===== config.mk =====
export PLATFORM = sky130hd
export DESIGN_NAME = hcmc_top
export DESIGN_NICKNAME = d
export VERILOG_FILES = /design/src/shared/hcmc_pkg.sv /design/src/rtl/hcmc_top.sv /design/src/rtl/hcmc_fifo.sv /design/src/rtl/hcmc_serializer.sv
export SDC_FILE = /design/constraint.sdc
export NUM_CORES = 1
export LEC_CHECK = 0
export BUFFER_PORTS_ARGS = -buffer_cell sky130_fd_sc_hd__buf_4
export CAP_MARGIN = 5
export CORE_MARGIN = 1
export CORE_UTILIZATION = 30
export CTS_CLUSTER_SIZE = 20
export DETAILED_ROUTE_END_ITERATION = 12
export GPL_ROUTABILITY_DRIVEN = 0
export GPL_TIMING_DRIVEN = 1
export MAX_ROUTING_LAYER = met4
export PLACE_DENSITY_LB_ADDON = 0.15
export SLEW_MARGIN = 20
export SYNTH_ARGS = -nofsm -noshare
export SYNTH_HDL_FRONTEND = slang
export SYNTH_SLANG_ARGS = --single-unit

===== constraint.sdc =====
create_clock -name MCLK -period 3.6 [get_ports MCLK]
set_input_delay 0.9 -clock MCLK [delete_from_list [all_inputs] [get_ports MCLK]]
set_output_delay 0.9 -clock MCLK [all_outputs]
set_load 0.03 [all_outputs]

===== src/shared/hcmc_pkg.sv =====
// Notes on behaviour
// - Mode control word is sixteen bits, zero at reset, programmed before use.
// - Protocol bit picks transparent at zero and HDLC framing at one.
// - Without idle insertion, send flag count plus one flags, then data.
// - Without idle insertion, keep sending flags while no frame is ready.
// - Without idle insertion and zero count, one flag separates frames.
// - Extra flags may appear under load; receivers tolerate them.
// - With idle insertion, at least one idle octet lies between frames.
// - With idle insertion, idle octets continue while no frame is ready.
// - With idle insertion, ready data gets flag count plus one flags first; code stays idle until disabled if no frame is ready by the third idle octet.
// - Fresh transmitter sends ones: init octet, two idles, flags, data; code sends the idles only with idle insertion, flags only in HDLC.
// - Transmit disabled drives all ones in the assigned time slot.
// - Transmit enabled sends data per protocol and other settings.
// - No receive enable bit; writing initial state words enables receiving.
// - Flag count sits in the low nibble; one flag always precedes frames.
`default_nettype none
package hcmc_pkg;
	// ****************************************
	// Register map
	// ****************************************
	localparam int unsigned ADDR_W          = 8;
	localparam logic [7:0]  OFS_MODE        = 8'h00;
	localparam logic [7:0]  OFS_TXDATA      = 8'h04;
	localparam logic [7:0]  OFS_STATUS      = 8'h08;
	localparam logic [7:0]  OFS_ZDS         = 8'h0C;
	localparam logic [7:0]  OFS_RIS         = 8'h10;
	localparam logic [15:0] MODE_RESET      = 16'h0000;
	localparam logic [15:0] MODE_WMASK      = 16'hB18F;
	localparam int unsigned BIT_HDLC        = 15;
	localparam int unsigned BIT_IDLE        = 13;
	localparam int unsigned BIT_TX_EN       = 12;
	localparam int unsigned FCNT_LSB        = 0;
	localparam int unsigned FCNT_W          = 4;
	localparam logic [31:0] ZDS_INIT_HDLC   = 32'h0000_0080;
	localparam logic [31:0] ZDS_INIT_TRANS  = 32'h1800_0080;
	localparam int unsigned DATA_LAST_BIT   = 8;
	// ****************************************
	// Bus and line constants
	// ****************************************
	localparam int unsigned TRANS_ACT_BIT   = 1;
	localparam logic [2:0]  SIZE_WORD       = 3'h2;
	localparam logic        RESP_OKAY       = 1'h0;
	localparam int unsigned FIFO_W          = 9;
	localparam int unsigned FIFO_DEPTH      = 8;
	localparam int unsigned OCTET_BITS      = 8;
	localparam logic [2:0]  BIT_CNT_LAST    = 3'h7;
	localparam logic [7:0]  FLAG_OCTET      = 8'h7E;
	localparam logic [7:0]  IDLE_OCTET      = 8'hFF;
	localparam logic [7:0]  ONES_OCTET      = 8'hFF;
	localparam logic [1:0]  IDLE_MIN_START  = 2'h2;
	localparam logic [1:0]  IDLE_MIN_GAP    = 2'h1;
	typedef enum logic [3:0]
	{
		ST_OFF  = 4'h1,
		ST_IDLE = 4'h2,
		ST_FLAG = 4'h4,
		ST_DATA = 4'h8
	} hcmc_tx_state_type;
endpackage
`default_nettype wire


===== src/rtl/hcmc_top.sv =====
`default_nettype none
module hcmc_top (
	input  wire logic        MCLK,
	input  wire logic        RESET_N,
	input  wire logic        HSEL,
	input  wire logic [31:0] HADDR,
	input  wire logic [1:0]  HTRANS,
	input  wire logic        HWRITE,
	input  wire logic [2:0]  HSIZE,
	input  wire logic [31:0] HWDATA,
	input  wire logic        HREADY,
	output logic      [31:0] HRDATA,
	output logic             HREADYOUT,
	output logic             HRESP,
	input  wire logic        BIT_TICK,
	input  wire logic        SLOT_ACTIVE,
	output logic             TXD,
	output logic             TXD_OE,
	output logic             RX_ENABLED
);
	typedef struct packed
	{
		logic [15:0]                       mode;
		logic [31:0]                       zds;
		logic [31:0]                       ris;
		logic                              wr_ph;
		logic                              rd_ph;
		logic                              rd_done;
		logic [hcmc_pkg::ADDR_W-1:0]       addr;
		logic [31:0]                       rdata;
		hcmc_pkg::hcmc_tx_state_type       state;
		logic [hcmc_pkg::FCNT_W-1:0]       flag_cnt;
		logic [1:0]                        idle_cnt;
		logic                              first;
	} hcmc_top_state_type;

	localparam hcmc_top_state_type S_RESET = '{
		mode:     hcmc_pkg::MODE_RESET,
		zds:      32'h0000_0000,
		ris:      32'h0000_0000,
		wr_ph:    1'h0,
		rd_ph:    1'h0,
		rd_done:  1'h0,
		addr:     8'h00,
		rdata:    32'h0000_0000,
		state:    hcmc_pkg::ST_OFF,
		flag_cnt: 4'h0,
		idle_cnt: 2'h0,
		first:    1'h1
	};

	hcmc_top_state_type  s_q;
	hcmc_top_state_type  s_d;
	logic                tx_en;
	logic                hdlc;
	logic                idle_en;
	logic [3:0]          flags_min;
	logic                data_hit;
	logic                fifo_in_ready;
	logic                fifo_out_valid;
	logic [8:0]          fifo_out_data;
	logic                fifo_last;
	logic                fifo_pop;
	logic                ser_take;
	logic [7:0]          tx_byte;
	logic                idle_done;
	logic                rx_en;

	// ****************************************
	// Register read decode
	// ****************************************
	function automatic logic [31:0] read_reg(
		input logic [7:0]  addr,
		input logic [15:0] mode,
		input logic [31:0] zds,
		input logic [31:0] ris,
		input logic [6:0]  stat
	);
		logic [31:0] v;
		v = 32'h0000_0000;
		unique case (addr)
			hcmc_pkg::OFS_MODE:   v = {16'h0000, mode};
			hcmc_pkg::OFS_STATUS: v = {25'h000_0000, stat};
			hcmc_pkg::OFS_ZDS:    v = zds;
			hcmc_pkg::OFS_RIS:    v = ris;
			default:              v = 32'h0000_0000;
		endcase
		return v;
	endfunction

	assign tx_en     = s_q.mode[hcmc_pkg::BIT_TX_EN];
	assign hdlc      = s_q.mode[hcmc_pkg::BIT_HDLC];
	assign idle_en   = s_q.mode[hcmc_pkg::BIT_IDLE];
	assign flags_min = s_q.mode[hcmc_pkg::FCNT_LSB +: hcmc_pkg::FCNT_W];
	assign fifo_last = fifo_out_data[hcmc_pkg::DATA_LAST_BIT];
	assign data_hit  = s_q.wr_ph && (s_q.addr == hcmc_pkg::OFS_TXDATA);

	// ****************************************
	// Bus answers
	// ****************************************
	assign HREADYOUT = s_q.rd_ph ? s_q.rd_done : !(data_hit && !fifo_in_ready);
	assign HRESP     = hcmc_pkg::RESP_OKAY;
	assign HRDATA    = s_q.rdata;
	assign TXD_OE    = SLOT_ACTIVE;
	assign RX_ENABLED = rx_en;

	// Receiver counts as enabled once ZDS holds the start value for the protocol and RIS is nonzero
	assign rx_en = (hdlc ? (s_q.zds == hcmc_pkg::ZDS_INIT_HDLC)
		: (s_q.zds == hcmc_pkg::ZDS_INIT_TRANS)) && (s_q.ris != 32'h0000_0000);

	assign idle_done = (s_q.idle_cnt + 2'h1) >=
		(s_q.first ? hcmc_pkg::IDLE_MIN_START : hcmc_pkg::IDLE_MIN_GAP);

	hcmc_fifo #(
		.WIDTH (hcmc_pkg::FIFO_W),
		.DEPTH (hcmc_pkg::FIFO_DEPTH)
	) u_fifo (
		.clk       (MCLK),
		.rst_n     (RESET_N),
		.in_valid  (data_hit),
		.in_data   (HWDATA[hcmc_pkg::FIFO_W-1:0]),
		.in_ready  (fifo_in_ready),
		.out_valid (fifo_out_valid),
		.out_data  (fifo_out_data),
		.out_ready (fifo_pop)
	);

	hcmc_serializer u_ser (
		.clk        (MCLK),
		.rst_n      (RESET_N),
		.bit_tick   (BIT_TICK && SLOT_ACTIVE),
		.force_ones (!tx_en),
		.byte_in    (tx_byte),
		.take       (ser_take),
		.txd        (TXD)
	);

	always_comb
	begin
		s_d      = s_q;
		tx_byte  = hcmc_pkg::ONES_OCTET;
		fifo_pop = 1'h0;

		// ****************************************
		// Bus slave
		// ****************************************
		if (s_q.wr_ph && HREADY)
		begin
			unique case (s_q.addr)
				hcmc_pkg::OFS_MODE: s_d.mode = HWDATA[15:0] & hcmc_pkg::MODE_WMASK;
				hcmc_pkg::OFS_ZDS:  s_d.zds = HWDATA;
				hcmc_pkg::OFS_RIS:  s_d.ris = HWDATA;
				default:            s_d.mode = s_q.mode;
			endcase
		end
		if (s_q.rd_ph && !s_q.rd_done)
		begin
			s_d.rdata   = read_reg(s_q.addr, s_q.mode, s_q.zds, s_q.ris,
				{rx_en, fifo_in_ready, fifo_out_valid, s_q.state});
			s_d.rd_done = 1'h1;
		end
		if (HREADY)
		begin
			s_d.wr_ph   = HSEL && HTRANS[hcmc_pkg::TRANS_ACT_BIT] && HWRITE
				&& (HSIZE == hcmc_pkg::SIZE_WORD);
			s_d.rd_ph   = HSEL && HTRANS[hcmc_pkg::TRANS_ACT_BIT] && !HWRITE;
			s_d.addr    = HADDR[hcmc_pkg::ADDR_W-1:0];
			s_d.rd_done = 1'h0;
		end

		// ****************************************
		// Transmit framing
		// ****************************************
		if (!tx_en)
		begin
			s_d.state    = hcmc_pkg::ST_OFF;
			s_d.flag_cnt = 4'h0;
			s_d.idle_cnt = 2'h0;
			s_d.first    = 1'h1;
		end
		else if (ser_take)
		begin
			unique case (s_q.state)
				hcmc_pkg::ST_OFF:
				begin
					tx_byte = hcmc_pkg::ONES_OCTET;
					if (!hdlc)
						s_d.state = hcmc_pkg::ST_DATA;
					else if (idle_en)
					begin
						s_d.state    = hcmc_pkg::ST_IDLE;
						s_d.idle_cnt = 2'h0;
					end
					else
					begin
						s_d.state    = hcmc_pkg::ST_FLAG;
						s_d.flag_cnt = 4'h0;
					end
				end
				hcmc_pkg::ST_IDLE:
				begin
					tx_byte = hcmc_pkg::IDLE_OCTET;
					if (!hdlc)
						s_d.state = hcmc_pkg::ST_DATA;
					else if (idle_done && fifo_out_valid)
					begin
						s_d.state    = hcmc_pkg::ST_FLAG;
						s_d.flag_cnt = 4'h0;
						s_d.first    = 1'h0;
					end
					else if (s_q.idle_cnt != 2'h3)
						s_d.idle_cnt = s_q.idle_cnt + 2'h1;
				end
				hcmc_pkg::ST_FLAG:
				begin
					tx_byte = hcmc_pkg::FLAG_OCTET;
					if (!hdlc)
						s_d.state = hcmc_pkg::ST_DATA;
					else if ((s_q.flag_cnt >= flags_min) && fifo_out_valid)
						s_d.state = hcmc_pkg::ST_DATA;
					else if (s_q.flag_cnt < flags_min)
						s_d.flag_cnt = s_q.flag_cnt + 4'h1;
				end
				hcmc_pkg::ST_DATA:
				begin
					if (fifo_out_valid)
					begin
						tx_byte  = fifo_out_data[7:0];
						fifo_pop = 1'h1;
						if (hdlc && fifo_last)
						begin
							s_d.state    = idle_en ? hcmc_pkg::ST_IDLE
								: hcmc_pkg::ST_FLAG;
							s_d.idle_cnt = 2'h0;
							s_d.flag_cnt = 4'h0;
						end
					end
					else if (hdlc)
					begin
						tx_byte      = hcmc_pkg::FLAG_OCTET;
						s_d.state    = hcmc_pkg::ST_FLAG;
						s_d.flag_cnt = 4'h0;
					end
				end
			endcase
		end
	end

	always_ff @(posedge MCLK or negedge RESET_N)
	begin
		if (!RESET_N)
			s_q <= S_RESET;
		else
			s_q <= s_d;
	end
endmodule
`default_nettype wire


===== src/rtl/hcmc_fifo.sv =====
`default_nettype none
module hcmc_fifo #(
	parameter int unsigned WIDTH = hcmc_pkg::FIFO_W,
	parameter int unsigned DEPTH = hcmc_pkg::FIFO_DEPTH
) (
	input  wire logic             clk,
	input  wire logic             rst_n,
	input  wire logic             in_valid,
	input  wire logic [WIDTH-1:0] in_data,
	output logic                  in_ready,
	output logic                  out_valid,
	output logic      [WIDTH-1:0] out_data,
	input  wire logic             out_ready
);
	localparam int unsigned AW = $clog2(DEPTH);
	typedef struct packed
	{
		logic [DEPTH-1:0][WIDTH-1:0] mem;
		logic [AW-1:0]               wr;
		logic [AW-1:0]               rd;
		logic [AW:0]                 cnt;
	} hcmc_fifo_state_type;
	hcmc_fifo_state_type s_q;
	hcmc_fifo_state_type s_d;
	logic                push;
	logic                pop;

	assign in_ready  = s_q.cnt != (AW+1)'(DEPTH);
	assign out_valid = s_q.cnt != '0;
	assign out_data  = s_q.mem[s_q.rd];
	assign push      = in_valid && in_ready;
	assign pop       = out_valid && out_ready;

	always_comb
	begin
		s_d = s_q;
		if (push)
		begin
			s_d.mem[s_q.wr] = in_data;
			s_d.wr = (s_q.wr == AW'(DEPTH - 1)) ? '0 : s_q.wr + AW'(1);
		end
		if (pop)
			s_d.rd = (s_q.rd == AW'(DEPTH - 1)) ? '0 : s_q.rd + AW'(1);
		s_d.cnt = s_q.cnt + (AW+1)'(push) - (AW+1)'(pop);
	end

	always_ff @(posedge clk or negedge rst_n)
	begin
		if (!rst_n)
			s_q <= '0;
		else
			s_q <= s_d;
	end
endmodule
`default_nettype wire


===== src/rtl/hcmc_serializer.sv =====
`default_nettype none
module hcmc_serializer (
	input  wire logic       clk,
	input  wire logic       rst_n,
	input  wire logic       bit_tick,
	input  wire logic       force_ones,
	input  wire logic [7:0] byte_in,
	output logic            take,
	output logic            txd
);
	typedef struct packed
	{
		logic [6:0] sh;
		logic [2:0] cnt;
		logic       txd;
	} hcmc_ser_state_type;
	localparam hcmc_ser_state_type S_RESET = '{sh: 7'h7F, cnt: 3'h0, txd: 1'h1};
	hcmc_ser_state_type s_q;
	hcmc_ser_state_type s_d;

	assign take = bit_tick && (s_q.cnt == 3'h0);
	assign txd  = s_q.txd;

	// ****************************************
	// Octet shifter, first bit out on the load tick
	// ****************************************
	always_comb
	begin
		s_d = s_q;
		if (take)
		begin
			s_d.txd = byte_in[0];
			s_d.sh  = byte_in[7:1];
			s_d.cnt = hcmc_pkg::BIT_CNT_LAST;
		end
		else if (bit_tick)
		begin
			s_d.txd = s_q.sh[0];
			s_d.sh  = {1'h1, s_q.sh[6:1]};
			s_d.cnt = s_q.cnt - 3'h1;
		end
		if (force_ones)
			s_d.txd = 1'h1;
	end

	always_ff @(posedge clk or negedge rst_n)
	begin
		if (!rst_n)
			s_q <= S_RESET;
		else
			s_q <= s_d;
	end
endmodule
`default_nettype wire


==> After elaboration in Yosys (flattened, before gate mapping) <==
Cells that the tools add are included.
W data, S select, Z words.
{ "word_totals": {"reg_bits": 220, "output_inout_bits": 37} }
{ "op_classes": {"n_addsub": 7, "order_cmp": 6, "eq_ne": 37, "muxes": 49, "reduce_logical": 35} }
{ "op_table": {"columns": ["op", "count"], "rows": [
  ["$pmux W32 S4", 1],
  ["$bwmux W72", 1],
  ["$mux W8", 6],
  ["$mux W11", 4],
  ["$ne A3 B3 Y1 const B", 12],
  ["$eq A32 B29 Y1 const B", 1],
  ["$eq A32 B8 Y1 const B", 1],
  ["$mux W4", 8],
  ["$pmux W8 S4", 1],
  ["$reduce_bool A32 Y1", 1],
  ["$bmux W9 S3", 1],
  ["$demux W9 S3", 1],
  ["$mux W9", 3],
  ["$pmux W8 S3", 1],
  ["$ne A4 B4 Y1 const B", 5],
  ["$logic_and A1 B1 Y1", 17],
  ["$eq A8 B4 Y1 const B", 2],
  ["$mux W1", 10],
  ["$mux W10", 1],
  ["$mux W2", 5],
  ["$reduce_and A10 Y1", 1],
  ["$mux W3", 3],
  ["$reduce_and A9 Y1", 1],
  ["$eq A8 B3 Y1 const B", 1],
  ["34 further kinds", 46]
]} }

==> Depth between registers and ports, before layout <==
{ "logic_depth": {"ltp_word": 8, "mapped_depth": 11, "mapped_depth_nobuf": 10} }

==> Modules after synthesis <==
A second synthesis with hierarchy kept.
{ "hier_totals": {"hier_cells": 834, "hier_area_um2": 10884.2} }
{ "modules_own_cells": {"columns": ["mod", "instances", "cells_per_inst", "area_each_um2", "seq_area_each_um2"], "rows": [
  ["hcmc_top", 1, 541, 6391.1, 3180.6],
  ["hcmc_fifo", 1, 238, 3933.8, 2052.0],
  ["hcmc_serializer", 1, 55, 559.3, 285.3]
]} }

==> Worst setup path after synthesis <==
No wires, ideal clock.
{ "synth_path": {"path_kind": "in2reg", "from": "input port BIT_TICK", "to": "register u_fifo.s_q[2] (netlist name)", "setup_ps": 123, "arrival_time_ps": 2970, "required_ps": 3477, "path_slack_ps": 507, "cell_stages": 9, "n_path_buf": 1, "cell_sequence": "nand2_1 > nor3b_1 > and3_1 > clkbuf_1 > ha_1 > inv_1 > ha_1 > fa_1 > xor2_1"} }
{ "synth_rtl": {"columns": ["item", "line", "text"], "rows": [
  ["start, declared", "hcmc_top.sv:15", "input wire logic BIT_TICK,"],
  ["end signal, assigned", "hcmc_fifo.sv:50", "s_q <= '0;"],
  ["end signal, assigned", "hcmc_fifo.sv:52", "s_q <= s_d;"],
  ["end, declared", "hcmc_fifo.sv:23", "hcmc_fifo_state_type s_q;"]
]} }

==> Worst setup path in the final report <==
{ "layout_path": {"from": "register s_q[111] (netlist name)", "to": "output port RX_ENABLED"} }
{ "layout_between": {"elab_chain_len": 3} }
{ "layout_lines": {"columns": ["item", "line", "text"], "rows": [
  ["start, declared", "hcmc_top.sv:52", "hcmc_top_state_type s_q;"],
  ["start signal, assigned", "hcmc_top.sv:252", "s_q <= S_RESET;"],
  ["start signal, assigned", "hcmc_top.sv:254", "s_q <= s_d;"],
  ["$eq A32 B29 Y1 / $eq A32 B8 Y1 (equally long branches)", "hcmc_top.sv:109, hcmc_top.sv:108", null],
  ["$mux W1 *", "hcmc_top.sv:108", "assign rx_en = (hdlc ? (s_q.zds == hcmc_pkg::ZDS_INIT_HDLC)"],
  ["$logic_and A1 B1 Y1 *", "hcmc_top.sv:109", ": (s_q.zds == hcmc_pkg::ZDS_INIT_TRANS)) && (s_q.ris != 32'h0000_0000);"],
  ["end, declared", "hcmc_top.sv:19", "output logic RX_ENABLED"]
]} }
Mark *: on every way between the ends. The rest lies on a longest branch, timed or not.

==> summary.md <==
| Metric | Value |
|---|---|
| Status | `complete, no violations` |
| Worst path arrival time | `2.32 ns` |
| Std-Cell Rows | `68` |
| Total wire length | `25600 um` |
| RSZ-0062 raised after global routing | `false` |
| Flops & latches, synth | `220` |
| Largest net degree at the start of global routing | `74` |
| Clk_skew | `0.00797 ns` |
| Crit-path cells | `nor4_1 > nand4_1 > nor4_1 > buf_4` |
| CP required | `2.70 ns` |
| HPWL after DPL | `17300 um` |
| Clk slew on worst S/H paths | `0.06 ns` |
| Static Leakage | `5.67 nW` |
| Top cells by area, synth | `dfrtp_1 50%, mux2_2 16%, mux4_2 3.6%, buf_4 2.6%, o21ai_0 2.5%` |
| Max-cap violations | `0` |
| CP Class | `register to primary output` |
| Most frequent cells after synthesis | `210 x dfrtp_1, 149 x mux2_2, 61 x nand2_1, 53 x o21ai_0, 37 x buf_4` |
| Setup repair bufs after CTS | `0` |
| Primary FF master, synth | `dfrtp_1` |
| # H-tree levels | `1` |
| Syn_nets | `946` |
| EDFF count, synth | `0` |
| Pre-antenna DRT Iters | `5` |
| Sequential fraction of the synthesis area | `52.6%` |
| Hold-fix buffer count after cts | `0` |
| PwrDens | `523 mW/mm^2` |
| Drc violations | `0` |
| Total CTS buffers | `26` |
| Die Y | `189 um` |
| Worst Setup End Kind | `primary output` |
| Vias per inst | `4.90` |
| Hold Vio Cnt, Final | `0` |
| CP most frequent cell | `nor4_1` |
| Final worst path period share | `89.4%` |
| Die area | `0.0357 sq mm` |
| Least-Margin Pin Slew | `0.752 ns` |
| FFs w/ async S/R, synth | `100%` |
| Post-route core utilization | `35.6%` |
| Mean Syn Cell Area | `12.4 sq um` |
| GRT Residual Overflow | `0` |
| Share of cells above drive strength 1 | `37.4%` |
| Initial drt markers | `361` |
| Routed via count | `6723` |
| Crit-path max cell delay | `0.52 ns` |
| Syn Std Cell Area | `0.0105 sq mm` |
| Nets | `996` |
| Synth Instances | `849` |
| Yosys warnings | `0` |
| Most frequent cell after synthesis | `dfrtp_1` |
| Headroom to the max-slew limit | `49.9%` |
| I/O pin count | `113` |
| CTS Root Cell | `clkbuf_16` |
| Antenna Nets Post-Route | `0` |
| Initial antenna violation count | `0` |
| Peak supply drop | `0.383 mV` |
| CTS Buffer Depth | `3` |
| Startpoint class of the critical path | `register` |
| Wire per inst | `18.6 um` |
| Hold WC Path Type | `input port to asynchronous set/reset pin` |
| Fin crit period | `3.22 ns` |
| GRT Total Usage | `15.1%` |
| TNS Setup | `0 ns` |
| TritonCTS clock tree | `built` |
| Final Setup Violations | `0` |
| Synth unique cells | `63` |
| Number of global-route vias before repair | `6940` |
| Area growth syn-to-layout | `17.0%` |
| Leading area contributor after synthesis | `dfrtp_1` |
| Final slew viol count | `0` |
| Critical path's slowest cell | `nor4_1` |
| Core Area | `0.0345 sq mm` |
| Fmax | `311 MHz` |
| Die Width | `189 um` |
| Clock sink count | `220` |
| # resized after CTS | `0` |
| Starting density of the core | `30.5%` |
| Clk_lat worst skew | `0.52 ns` |
| Post-synth top area share | `50.1%` |
| Buffers on Ports | `86` |
| Critical path fanouts, max | `3` |
| First-pass GRT wire length | `41100 um` |
kinds of logic (layout without fill, tap and decap cells):
| group | after synthesis | count (layout) | synth area share (%) |
|---|---|---|---|
| AOI/OAI and AO/OA | 150 | 150 | 9.25 |
| xor gates and xnor gates | 7 | 7 | 0.584 |
| adders and majority gates | 21 | 21 | 2.57 |
| buffers and inverters | 109 | 176 | 5.35 |
| DFF | 220 | 220 | 52.6 |
| muxes | 179 | 179 | 20.9 |
| other | 1 | 2 | 0.0357 |
| and+or+nand+nor | 162 | 162 | 8.71 |
layer usage:
layer  wire, um  global-route usage, %  vias up  share of wire, %
met5          0                      -        -                 0
met4        471                   3.66        0               1.8
met3        802                   1.96       30               3.1
met2      11800                   22.9       97                46
met1      12500                   21.3     3427                49
li1           -                      -     3169                 -
worst paths after layout:
| kind | start | to | slack [ns] | cells past startpoint |
|---|---|---|---|---|
| setup / recovery | s_q[111] | RX_ENABLED | 0.38 | 4 |
| hold / removal | RESET_N | s_q[50] | 0.34 | 1 |
| setup reg to reg | s_q[48] | u_fifo.s_q[25] | 0.89 | 6 |
| hold reg to reg | HRDATA[16] | HRDATA[16] | 0.48 | 2 |
| max in group asynchronous | RESET_N | HRDATA[10] | 2.46 | 2 |
| min in group MCLK | HRDATA[16] | HRDATA[16] | 0.48 | 2 |
layout make-up:
class                      instances  area, sq um
clock buffer                      38          787
timing repair buffer             110          858
inverter                          21         78.8
multi-input combinational        520         4430
tap                              455          569
fill                            3392        22200
sequential                       220         5520
antenna                            1         2.50
clock inverter                     7         41.3
layout by cell type (no fill, tap or decap), drive strengths merged, types with 5 or more instances in the layout:
cell type / synthesis / final
xnor2: 5 / 5
nand2: 61 / 61
nand2b: 6 / 6
a22oi: 20 / 20
mux4: 17 / 17
clkinv: 1 / 7
a21o: 10 / 10
nor2: 22 / 22
and3: 8 / 8
a222oi: 11 / 11
nand3: 7 / 7
buf: 54 / 110
mux2i: 8 / 8
a21oi: 24 / 24
ha: 20 / 20
nor4: 19 / 19
nor2b: 7 / 7
clkbuf: 34 / 38
dfrtp: 210 / 210
mux2: 154 / 154
dfstp: 10 / 10
inv: 20 / 20
o21ai: 53 / 53
nand4: 9 / 9
worst max-delay path: cells and delay by family, from the launching register on:
kind	cells	cell delay [ns]
flip-flops	1	0.39
buffers and inverters	1	0.25
AND/OR/NAND/NOR	3	1.15
metrics by stage:
stage	setup slack, ns	power [mW]	cells	hold slack (ns)	instance area [sq um]
2_1_floorplan	0.507	3.58	849	0.450	10500
3_3_place_gp	0.755	3.95	1326	0.465	11400
3_5_place_dp	0.734	3.96	1326	0.475	11400
4_1_cts	0.341	6.55	1371	0.365	12300
5_1_grt	0.171	6.78	1371	0.377	12300
6_report	0.382	6.42	1372	0.341	12300
flip-flops by register name (all words and copies together) (netlist names):
name and count:
HRDATA 32, flags_min 4, hdlc 1, idle_en 1, s_q 89, u_fifo.s_q 82, u_ser.s_q 10, u_ser.txd 1
power breakdown:
group	leakage, nW	internal (mW)	switching, mW
registers	2.87	2.66	0.203
logic	2.40	0.494	0.537
clock network	0.412	1.50	1.02
total	5.67	4.66	1.76
Power figures use the tool's default switching activity.
